### config.mk
export PLATFORM = sky130hd
export DESIGN_NAME = sysref_window_detector
export DESIGN_NICKNAME = d
export VERILOG_FILES = /design/src/sysref_window_pkg.sv /design/src/window_sampler.sv /design/src/sysref_window_detector.sv
export VERILOG_INCLUDE_DIRS = /design/src
export SDC_FILE = /design/constraint.sdc
export NUM_CORES = 1
export LEC_CHECK = 0
export BUFFER_PORTS_ARGS = -buffer_cell sky130_fd_sc_hd__buf_2
export CAP_MARGIN = 20
export CELL_PAD_IN_SITES_DETAIL_PLACEMENT = 0
export CELL_PAD_IN_SITES_GLOBAL_PLACEMENT = 1
export CORE_UTILIZATION = 39
export DETAILED_ROUTE_END_ITERATION = 10
export PLACE_DENSITY_LB_ADDON = 0.15
export RECOVER_POWER = 100
export SYNTH_ARGS = -nofsm -noshare
export SYNTH_HDL_FRONTEND = slang
export SYNTH_SLANG_ARGS = --single-unit
### constraint.sdc
create_clock -name CORE_CLK -period 2.1 [get_ports CORE_CLK]
set_input_delay 0.42 -clock CORE_CLK [delete_from_list [all_inputs] [get_ports CORE_CLK]]
set_output_delay 0.42 -clock CORE_CLK [all_outputs]
set_load 0.02 [all_outputs]
### src/sysref_window_regs.svh
/*
 * register indices, byte addresses, field positions, reset values and
 * sizes of the sysref window detector.
 * assumes a 32-bit avalon-mm slave with one register per aligned word.
 */
`ifndef SYSREF_WINDOW_REGS_SVH
`define SYSREF_WINDOW_REGS_SVH

// ********************************************************
// register indices and byte addresses
// ********************************************************
`define SWD_IDX_STATUS_LOW   12'h090
`define SWD_IDX_STATUS_MID   12'h091
`define SWD_IDX_STATUS_HIGH  12'h092
`define SWD_IDX_CONTROL      12'h093
`define SWD_ADDR_STATUS_LOW  12'h240
`define SWD_ADDR_STATUS_MID  12'h244
`define SWD_ADDR_STATUS_HIGH 12'h248
`define SWD_ADDR_CONTROL     12'h24C

// ********************************************************
// control register fields
// ********************************************************
`define SWD_CTL_SEL_LSB      0
`define SWD_CTL_SEL_MSB      3
`define SWD_CTL_FINE_BIT     4
`define SWD_CTL_PERSIST_BIT  5
`define SWD_CTL_PROC_BIT     6
`define SWD_CTL_ALIGN_BIT    7
`define SWD_CTL_SLEEP_BIT    8
`define SWD_CTL_WIDTH        9
`define SWD_CTL_RESET        9'h110

// ********************************************************
// sizes
// ********************************************************
`define SWD_POSITIONS        20
`define SWD_EDGE_MASK        20'h80001

`endif

### src/sysref_window_pkg.sv
/*
 * types shared by the sysref window detector and its sampler.
 * assumes sysref_window_regs.svh is on the include path.
 */
`default_nettype none
`include "sysref_window_regs.svh"

package sysref_window_pkg;

   // ********************************************************
   // types
   // ********************************************************
   typedef logic [`SWD_POSITIONS-1:0] window_t;   // one bit per position
   typedef logic [3:0]                sel_t;      // selectable index 0..15
   typedef logic [`SWD_CTL_WIDTH-1:0] ctrl_t;     // control register

   // bus handshake phase
   typedef enum logic [0:0]
   {
      BUS_IDLE   = 1'b0,
      BUS_ANSWER = 1'b1
   } bus_state_t;

endpackage : sysref_window_pkg

`default_nettype wire

### src/window_sampler.sv
/*
 * sampler: synchronises the delay-tap snapshot of sysref, spots each
 * sysref arrival while not asleep and builds the window status, fresh or sticky.
 * assumes the tap snapshot comes from an analog delay line (async).
 */
`timescale 1ns/100ps
`default_nettype none

module window_sampler
   import sysref_window_pkg::*;
(
   input  wire logic                     clk,        // core clock
   input  wire logic                     reset,      // sync, active high
   input  wire sysref_window_pkg::window_t taps_in,  // raw tap samples
   input  wire logic                     persist_en, // sticky mode
   input  wire logic                     sleep,      // receiver asleep
   output var   sysref_window_pkg::window_t tap_sync, // synced taps
   output var   sysref_window_pkg::window_t status    // window status
);
   import sysref_window_pkg::*;

   // ********************************************************
   // synchroniser and edge detect
   // ********************************************************
   window_t meta_q;      // first stage, read only by sync_q
   window_t sync_q;      // second stage
   window_t prev_q;      // previous synced snapshot
   window_t acc_q;       // accumulated / latest result
   logic    persist_q;   // persistence enable, delayed
   logic    arrival;     // sysref arrived this cycle
   window_t raw;         // flags from current snapshot

   // marks positions next to a 0/1 boundary in the snapshot
   function automatic window_t flag_boundary(input window_t s);
      window_t r;
      r = '0;
      for (int i = 0; i < `SWD_POSITIONS; i++)
      begin
         if (i > 0)
            r[i] = r[i] | (s[i] ^ s[i-1]);
         if (i < `SWD_POSITIONS-1)
            r[i] = r[i] | (s[i] ^ s[i+1]);
      end
      return r;
   endfunction : flag_boundary

   // two flops before anything looks at the taps
   always_ff @(posedge clk)
   begin
      if (reset)
      begin
         meta_q <= '0;
         sync_q <= '0;
         prev_q <= '0;
      end
      else
      begin
         meta_q <= taps_in;
         sync_q <= meta_q;
         prev_q <= sync_q;
      end
   end

   assign arrival  = (prev_q == '0) && (sync_q != '0) && !sleep;
   assign raw      = flag_boundary(sync_q);
   assign tap_sync = sync_q;

   // ********************************************************
   // window accumulation
   // ********************************************************
   // fresh result per arrival, or sticky or-ing since enable rose
   always_ff @(posedge clk)
   begin
      if (reset)
      begin
         acc_q     <= '0;
         persist_q <= 1'b0;
      end
      else
      begin
         persist_q <= persist_en;
         if (persist_en && !persist_q)
            acc_q <= arrival ? raw : '0;
         else if (arrival && persist_en)
            acc_q <= acc_q | raw;
         else if (arrival)
            acc_q <= raw;
      end
   end

   // outermost positions can never be judged
   assign status = acc_q | `SWD_EDGE_MASK;

   // ********************************************************
   // checks
   // ********************************************************
   a_edge_bits_set: assert property (
      @(posedge clk) disable iff (reset) status[0] && status[19])
      else $error("outer window bits not set");

   a_fresh_replace: assert property (
      @(posedge clk) disable iff (reset)
      arrival && !persist_en && persist_q == persist_en
      |=> acc_q == $past(raw))
      else $error("fresh window not replaced");

   a_sticky_keep: assert property (
      @(posedge clk) disable iff (reset)
      persist_en && persist_q ##1 persist_en
      |-> (acc_q & $past(acc_q)) == $past(acc_q))
      else $error("sticky bit lost");

   a_flag_boundary: assert property (
      @(posedge clk) disable iff (reset)
      arrival |=> (status & $past(raw)) == $past(raw))
      else $error("boundary position not flagged");

endmodule : window_sampler

`default_nettype wire

### src/sysref_window_detector.sv
/*
 * sysref window detector: avalon-mm register slave, window status,
 * sample point selection and gated sysref capture.
 * assumes the delay line outside applies FINE_STEP to its spacing and
 * delivers one sample of sysref per tap on TAP_SAMPLES.
 */
// Decided for this implementation: the Avalon-MM interface to the registers.
`timescale 1ns/100ps
`default_nettype none

module sysref_window_detector
   import sysref_window_pkg::*;
(
   input  wire logic                       CORE_CLK,         // 100 MHz
   input  wire logic                       RESET,            // sync, high
   input  wire logic [11:0]                AVS_ADDRESS,      // byte addr
   input  wire logic                       AVS_READ,         // read req
   input  wire logic                       AVS_WRITE,        // write req
   input  wire logic [31:0]                AVS_WRITEDATA,    // write data
   input  wire logic [3:0]                 AVS_BYTEENABLE,   // lanes
   output logic      [31:0]                AVS_READDATA,     // read data
   output logic                            AVS_WAITREQUEST,  // stall
   input  wire sysref_window_pkg::window_t TAP_SAMPLES,      // delay taps
   output logic                            FINE_STEP,        // tap spacing
   output logic                            RECEIVER_SLEEP,   // rx asleep
   output logic                            PROCESS_ENABLE,   // sysref used
   output logic                            ALIGN_ENABLE,     // clk align
   output logic                            SYSREF_OUT        // captured
);
   import sysref_window_pkg::*;

   // ********************************************************
   // declarations
   // ********************************************************
   bus_state_t bus_q;          // handshake phase
   logic       wait_q;         // waitrequest flop
   logic [31:0] rdata_q;       // read data flop
   ctrl_t      ctrl_q;         // control register
   logic       sysref_q;       // captured sysref
   window_t    tap_sync;       // synchronised taps
   window_t    status;         // window status
   sel_t       sel;            // selected position
   logic       request;        // read or write pending
   logic       accept;         // request taken this edge
   logic       hit_ctrl;       // address is control register
   logic       ctrl_wr;        // control write lands this edge
   logic       rd_idle;        // read seen while slave idle

   assign sel      = ctrl_q[`SWD_CTL_SEL_MSB:`SWD_CTL_SEL_LSB];
   assign request  = AVS_READ | AVS_WRITE;
   assign accept   = request && (bus_q == BUS_ANSWER);
   assign hit_ctrl = (AVS_ADDRESS == `SWD_ADDR_CONTROL);
   assign ctrl_wr  = accept && AVS_WRITE && hit_ctrl;
   assign rd_idle  = AVS_READ && (bus_q == BUS_IDLE);

   // ********************************************************
   // window sampler
   // ********************************************************
   window_sampler u_sampler
   (
      .clk        (CORE_CLK),
      .reset      (RESET),
      .taps_in    (TAP_SAMPLES),
      .persist_en (ctrl_q[`SWD_CTL_PERSIST_BIT]),
      .sleep      (ctrl_q[`SWD_CTL_SLEEP_BIT]),
      .tap_sync   (tap_sync),
      .status     (status)
   );

   // ********************************************************
   // read decode
   // ********************************************************
   // register contents for a byte address; unmapped reads as zero
   function automatic logic [31:0] read_value(
      input logic [11:0] addr,
      input window_t     st,
      input ctrl_t       c
   );
      logic [31:0] v;
      v = '0;
      unique case (addr)
         `SWD_ADDR_STATUS_LOW:  v[7:0] = st[7:0];
         `SWD_ADDR_STATUS_MID:  v[7:0] = st[15:8];
         `SWD_ADDR_STATUS_HIGH: v[3:0] = st[19:16];
         `SWD_ADDR_CONTROL:     v[`SWD_CTL_WIDTH-1:0] = c;
         default:               v = '0;
      endcase
      return v;
   endfunction : read_value

   // ********************************************************
   // bus handshake
   // ********************************************************
   // one wait cycle: request seen in idle, answered at the next edge
   always_ff @(posedge CORE_CLK)
   begin
      if (RESET)
      begin
         bus_q  <= BUS_IDLE;
         wait_q <= 1'b1;
      end
      else
      begin
         unique case (bus_q)
            BUS_IDLE:
            begin
               if (request)
               begin
                  bus_q  <= BUS_ANSWER;
                  wait_q <= 1'b0;
               end
            end
            BUS_ANSWER:
            begin
               bus_q  <= BUS_IDLE;
               wait_q <= 1'b1;
            end
         endcase
      end
   end

   // read data loaded as waitrequest drops, held until next read
   always_ff @(posedge CORE_CLK)
   begin
      if (RESET)
         rdata_q <= '0;
      else if (rd_idle)
         rdata_q <= read_value(AVS_ADDRESS, status, ctrl_q);
   end

   // ********************************************************
   // control register
   // ********************************************************
   // written only at the edge where waitrequest is seen low
   always_ff @(posedge CORE_CLK)
   begin
      if (RESET)
         ctrl_q <= `SWD_CTL_RESET;
      else if (ctrl_wr)
      begin
         if (AVS_BYTEENABLE[0])
            ctrl_q[7:0] <= AVS_WRITEDATA[7:0];
         if (AVS_BYTEENABLE[1])
            ctrl_q[8] <= AVS_WRITEDATA[8];
      end
   end

   // ********************************************************
   // sysref capture
   // ********************************************************
   // only four select bits exist, so positions 16..19 are unreachable
   always_ff @(posedge CORE_CLK)
   begin
      if (RESET)
         sysref_q <= 1'b0;
      else
         sysref_q <= tap_sync[sel] & ctrl_q[`SWD_CTL_PROC_BIT];
   end

   // ********************************************************
   // outputs
   // ********************************************************
   assign AVS_READDATA    = rdata_q;
   assign AVS_WAITREQUEST = wait_q;
   assign FINE_STEP       = ctrl_q[`SWD_CTL_FINE_BIT];
   assign RECEIVER_SLEEP  = ctrl_q[`SWD_CTL_SLEEP_BIT];
   assign PROCESS_ENABLE  = ctrl_q[`SWD_CTL_PROC_BIT];
   assign ALIGN_ENABLE    = ctrl_q[`SWD_CTL_ALIGN_BIT];
   assign SYSREF_OUT      = sysref_q;

   // ********************************************************
   // checks
   // ********************************************************
   a_capture_selected: assert property (
      @(posedge CORE_CLK) disable iff (RESET)
      1'b1 |=> SYSREF_OUT == $past(tap_sync[sel] && PROCESS_ENABLE))
      else $error("sysref not captured at selected tap");

   a_gate_closed: assert property (
      @(posedge CORE_CLK) disable iff (RESET)
      !PROCESS_ENABLE ##1 !PROCESS_ENABLE |-> !SYSREF_OUT)
      else $error("sysref passed while processing disabled");

   a_select_index: assert property (
      @(posedge CORE_CLK) disable iff (RESET)
      accept && AVS_WRITE && hit_ctrl && AVS_BYTEENABLE[0]
      |=> sel == $past(AVS_WRITEDATA[3:0]))
      else $error("select field does not hold written index");

   a_fine_follows: assert property (
      @(posedge CORE_CLK) disable iff (RESET)
      accept && AVS_WRITE && hit_ctrl && AVS_BYTEENABLE[0]
      |=> FINE_STEP == $past(AVS_WRITEDATA[4]))
      else $error("fine step output not following control");

   a_high_width: assert property (
      @(posedge CORE_CLK) disable iff (RESET)
      bus_q == BUS_IDLE && AVS_READ && AVS_ADDRESS == `SWD_ADDR_STATUS_HIGH
      |=> AVS_READDATA[31:4] == '0 && !AVS_WAITREQUEST)
      else $error("high status word wider than four bits");

   a_wait_one: assert property (
      @(posedge CORE_CLK) disable iff (RESET)
      request && AVS_WAITREQUEST |=> !AVS_WAITREQUEST ##1 AVS_WAITREQUEST)
      else $error("waitrequest not low for exactly one cycle");

   a_status_read: assert property (
      @(posedge CORE_CLK) disable iff (RESET)
      bus_q == BUS_IDLE && AVS_READ && AVS_ADDRESS == `SWD_ADDR_STATUS_LOW
      |=> AVS_READDATA[7:0] == $past(status[7:0]))
      else $error("low status read mismatch");

   // ********************************************************
   // read path, control register and waitrequest checks
   // ********************************************************
   // middle status word carries positions 15..8 and nothing more
   a_mid_read: assert property (
      @(posedge CORE_CLK) disable iff (RESET)
      rd_idle && AVS_ADDRESS == `SWD_ADDR_STATUS_MID
      |=> AVS_READDATA == {24'h0, $past(status[15:8])})
      else $error("middle status read mismatch");

   // position 0 reads as flagged through the bus
   a_edge_low_read: assert property (
      @(posedge CORE_CLK) disable iff (RESET)
      rd_idle && AVS_ADDRESS == `SWD_ADDR_STATUS_LOW
      |=> AVS_READDATA[0])
      else $error("position zero not flagged on read");

   // position 19 reads as flagged through the bus
   a_edge_high_read: assert property (
      @(posedge CORE_CLK) disable iff (RESET)
      rd_idle && AVS_ADDRESS == `SWD_ADDR_STATUS_HIGH
      |=> AVS_READDATA[3])
      else $error("position nineteen not flagged on read");

   // control register reads back as stored
   a_ctrl_readback: assert property (
      @(posedge CORE_CLK) disable iff (RESET)
      rd_idle && hit_ctrl
      |=> AVS_READDATA == {23'h0, $past(ctrl_q)})
      else $error("control read back mismatch");

   // holes in the map read as zero
   a_unmapped_zero: assert property (
      @(posedge CORE_CLK) disable iff (RESET)
      rd_idle && !hit_ctrl
      && AVS_ADDRESS != `SWD_ADDR_STATUS_LOW
      && AVS_ADDRESS != `SWD_ADDR_STATUS_MID
      && AVS_ADDRESS != `SWD_ADDR_STATUS_HIGH
      |=> AVS_READDATA == '0)
      else $error("unmapped read not zero");

   // control changes only at an accepted control write
   a_ctrl_hold: assert property (
      @(posedge CORE_CLK) disable iff (RESET)
      !ctrl_wr |=> $stable(ctrl_q))
      else $error("control changed without a write");

   // process enable follows its written bit
   a_proc_follows: assert property (
      @(posedge CORE_CLK) disable iff (RESET)
      ctrl_wr && AVS_BYTEENABLE[0]
      |=> PROCESS_ENABLE == $past(AVS_WRITEDATA[`SWD_CTL_PROC_BIT]))
      else $error("process enable not following control");

   // alignment enable follows its written bit
   a_align_follows: assert property (
      @(posedge CORE_CLK) disable iff (RESET)
      ctrl_wr && AVS_BYTEENABLE[0]
      |=> ALIGN_ENABLE == $past(AVS_WRITEDATA[`SWD_CTL_ALIGN_BIT]))
      else $error("alignment enable not following control");

   // receiver sleep follows the second byte lane
   a_sleep_follows: assert property (
      @(posedge CORE_CLK) disable iff (RESET)
      ctrl_wr && AVS_BYTEENABLE[1]
      |=> RECEIVER_SLEEP == $past(AVS_WRITEDATA[`SWD_CTL_SLEEP_BIT]))
      else $error("receiver sleep not following control");

   // read data holds while no read is being taken
   a_rdata_hold: assert property (
      @(posedge CORE_CLK) disable iff (RESET)
      bus_q == BUS_IDLE && !AVS_READ |=> $stable(AVS_READDATA))
      else $error("read data changed without a read");

   // idle slave without a request keeps waitrequest high
   a_wait_idle: assert property (
      @(posedge CORE_CLK) disable iff (RESET)
      bus_q == BUS_IDLE && !request |=> AVS_WAITREQUEST)
      else $error("waitrequest dropped without a request");

endmodule : sysref_window_detector

`default_nettype wire

==> results <==
- The final hold violation count is 0.
- The root buffer selected by CTS is sky130_fd_sc_hd__clkbuf_8.
- The final setup TNS is 0 ns.
- Data on the critical path is required at its endpoint by 2.38 ns.
- After synthesis the netlist holds a flip-flop and latch count of 100.
- Global routing used about 15% of the available tracks across all layers.
- The horizontal die dimension is ~100 µm.
- For this run, the number of Yosys warnings is 0.
- From synthesis to final layout, the design area changed by 12.2%.
- The total leakage power is 1.83 nW.
- After clock tree synthesis, the clock-pin slew on the worst setup and hold paths is 0.10 ns.
- In this run the most used layer during global routing was met2.
- The largest area contributor in the netlist is sky130_fd_sc_hd__dfxtp_1.
- For this design, the sink count on the clock tree is 100.
- The worst setup path is captured at a flop.
- The final setup violation count is 0.
- In the global route stage, met3 resource usage came out at 3.78%.
- Summed over all nets, the half-perimeter wirelength after detailed placement is 5890 µm.
- The number of setup buffers added after CTS is 0.
- Measured against its own limit, the worst slew margin works out to 27.0%.
- In this run, distinct cell masters in the synthesized netlist total 43.
- The die extent in y is between 100 and 150 µm.
- In this run the cell area measured after placement is 0.00435 mm².
- The number of placement rows is 36.
- The top cell type's share of synthesized area is about 50%.
- The wire length after detailed routing is ~7900 µm.
- After detailed routing, the number of vias per cell comes to 4.53.
- The routed wirelength normalized by instance count is between 10 and 15 µm.
- The latest clock arrival within the worst-skew pair is 0.36 ns.
- The number of top-level pins is 110.
- Counting flops with a built-in enable in the synthesized netlist gives 0.
- Gates resized during post-CTS repair numbered 0.
- Max-cap violations in this run came to 0.
- The first global-routing pass estimated 12,700 µm of wire.
- The critical path in this run is classified as reg2reg.
- The finished cells cover roughly 0.0045 mm².
- The met2 usage in global routing is about a quarter.
- The netlist area before placement is 0.00402 mm².
- The remaining antenna violation count is 0.
- The area of the die is 0.0107 mm².
- The transition time at the pin with the least slew margin is 1.10 ns.
- The run finished with clean final reports.
- The share of flip-flops with an asynchronous set or reset is 0%.
- The number of buffers added on ports is between 60 and 70.
- The clock tree from TritonCTS is built.
- The layout net count is 546.
- The upper clock frequency limit is 538 MHz.
- Dividing the synthesized area by the synthesized cell count gives 9.91 µm².
- The clock arrives with 0.0117 ns of skew.
- The number of CTS-inserted buffers is 9.
- The total inserted antenna cells is 0.
- The share of the Yosys chip area taken by registers is 49.8%.
- The global route total overflow is 0.
- The initial core utilization is slightly above 40%.
- The max-slew violation count is 0.
- Setup repair after global routing left no endpoint under its margin.
- The minimum period implied by the final worst setup slack is between 1.5 and 2 ns.
- For this block, the initial DRC count from the detailed router was 75.
- The number of remaining DRC errors is 0.
- The class of the most critical hold timing path is in2reg.
- Of all nets on the critical path, the largest fanout is 18.
- The first detailed-routing pass ran for 4 iterations.
- Routability-driven placement finished with a final weighted congestion of 0.768.
- The top flip-flop cell by instance count after synthesis is sky130_fd_sc_hd__dfxtp_1.
- The maximum number of pins on one net before global-route repair is 61.
- The maximum buffer depth of the clock tree is 2.
- The core area is 0.00986 mm².
- VDD sags by at most about 340 µV.
- The via count of the first global-routing pass is 2,526.
- The critical path data arrival time is 2.13 ns.
- The post-route netlist has around 16% of its cells at a drive strength greater than 1.
- In the global route stage, met1 resource usage came out at around a fifth.
- Of the available clock period, the critical path in the final layout requires 88.5%.
- The via count is 2,730.
- The depth of the CTS H-tree is 3.
- After technology mapping, the gate count stands at 406.
- The worst setup path is launched from a flop.
- In this run, post-CTS hold repair placed 0 buffers.
- In the post-synthesis netlist, the biggest area contributors are sky130_fd_sc_hd__dfxtp_1, sky130_fd_sc_hd__nor2b_1, sky130_fd_sc_hd__nor2_1.
- The number of antenna violations at the first check in global routing came to 0.
- The power density normalized to cell area is 804 mW/mm².
## routing by layer
metal / share of wire, % / vias up
met3: 5.1 / 12
met4: 1.5 / 0
met1: 47 / 1213
li1: - / 1422
met2: 46 / 83
met5: 0 / -
## path summary, 6_finish.rpt
kind	from	end	cells after the start	slack (ns)
max	u_sampler.tap_sync[15]	u_sampler.acc_q[9]	7	0.24
min	TAP_SAMPLES[15]	u_sampler.meta_q[15]	2	0.26
max reg2reg	u_sampler.tap_sync[15]	u_sampler.acc_q[9]	7	0.24
min reg2reg	u_sampler.meta_q[18]	u_sampler.tap_sync[18]	1	0.44
## critical path, cell delays in order, from the launching register on
cell                       delay, ns
sky130_fd_sc_hd__dfxtp_1        0.36
sky130_fd_sc_hd__inv_1          0.09
sky130_fd_sc_hd__ha_1           0.14
sky130_fd_sc_hd__and4_1         0.26
sky130_fd_sc_hd__a41oi_1        0.14
sky130_fd_sc_hd__a311o_1        0.36
sky130_fd_sc_hd__clkbuf_4       0.24
sky130_fd_sc_hd__o22ai_1        0.18
## state kept, by name (all words and copies together) (netlist names)
| name | cells |
|---|---|
| u_sampler.meta_q | 20 |
| u_sampler.prev_q | 20 |
| u_sampler.tap_sync | 20 |
| u_sampler.acc_q | 18 |
| AVS_READDATA | 9 |
| ctrl_q | 9 |
| AVS_WAITREQUEST | 1 |
| SYSREF_OUT | 1 |
| bus_q | 1 |
| u_sampler.persist_q | 1 |
## report_power, final
group	internal (mW)	switching [mW]	total, mW
Clock	0.712	0.655	1.37
Sequential	1.94	0.0236	1.97
Combinational	0.113	0.180	0.293
Total	2.77	0.859	3.63
## through the flow
stage / utilization (%) / instances / total power, mW / hold slack, ns / worst slack (ns)
3_5_place_dp: 44.1 / 586 / 2.31 / 0.422 / 0.171
2_1_floorplan: - / 428 / 2.25 / 0.414 / 0.309
3_3_place_gp: 44.1 / 586 / 2.31 / 0.420 / 0.183
4_1_cts: 46.4 / 602 / 3.68 / 0.249 / 0.248
5_1_grt: 45.8 / 602 / 3.81 / 0.242 / 0.102
6_report: 45.8 / 602 / 3.63 / 0.261 / 0.242
## kinds of logic after synthesis
logic type	synth area share [%]
AND/OR/NAND/NOR	18.7
AO/OA/AOI/OAI	9.52
flip-flops	49.8
buffers and inverters	10.7
other	0.0932
adder cells (fa/ha/maj)	3.11
XOR/XNOR	1.96
multiplexers	6.16
## final cells by class
| cell class | count | area [µm²] |
|---|---|---|
| Multi-Input combinational cell | 244 | 1630 |
| Inverter | 41 | 154 |
| Clock buffer | 10 | 138 |
| Sequential cell | 100 | 2000 |
| Clock inverter | 6 | 92.6 |
| Tap cell | 133 | 166 |
| Fill cell | 1006 | 5350 |
| Timing Repair Buffer | 68 | 328 |
## placed cells by master (no fill, tap or decap), drive strengths merged, types with 10 or more instances in the layout
| master | netlist | layout |
|---|---|---|
| o22ai | 18 | 18 |
| clkbuf | 12 | 30 |
| inv | 41 | 43 |
| o21ai | 10 | 10 |
| ha | 10 | 10 |
| dfxtp | 100 | 100 |
| nor2 | 49 | 49 |
| nor2b | 44 | 44 |
| a21oi | 11 | 11 |
| buf | 31 | 48 |
| conb | 1 | 23 |
## Yosys cell counts, drive strengths merged (3+ instances only)
master,n
mux4,7
nand3,8
ha,10
xor2,9
mux2i,6
nor2b,44
clkbuf,12
nor3,4
and4,4
nor2,49
inv,41
o22ai,18
nand2,7
a32oi,4
and3,3
buf,31
a21oi,11
nor4,4
o21ai,10
dfxtp,100
nand4,9
Power figures use the tool's default switching activity.
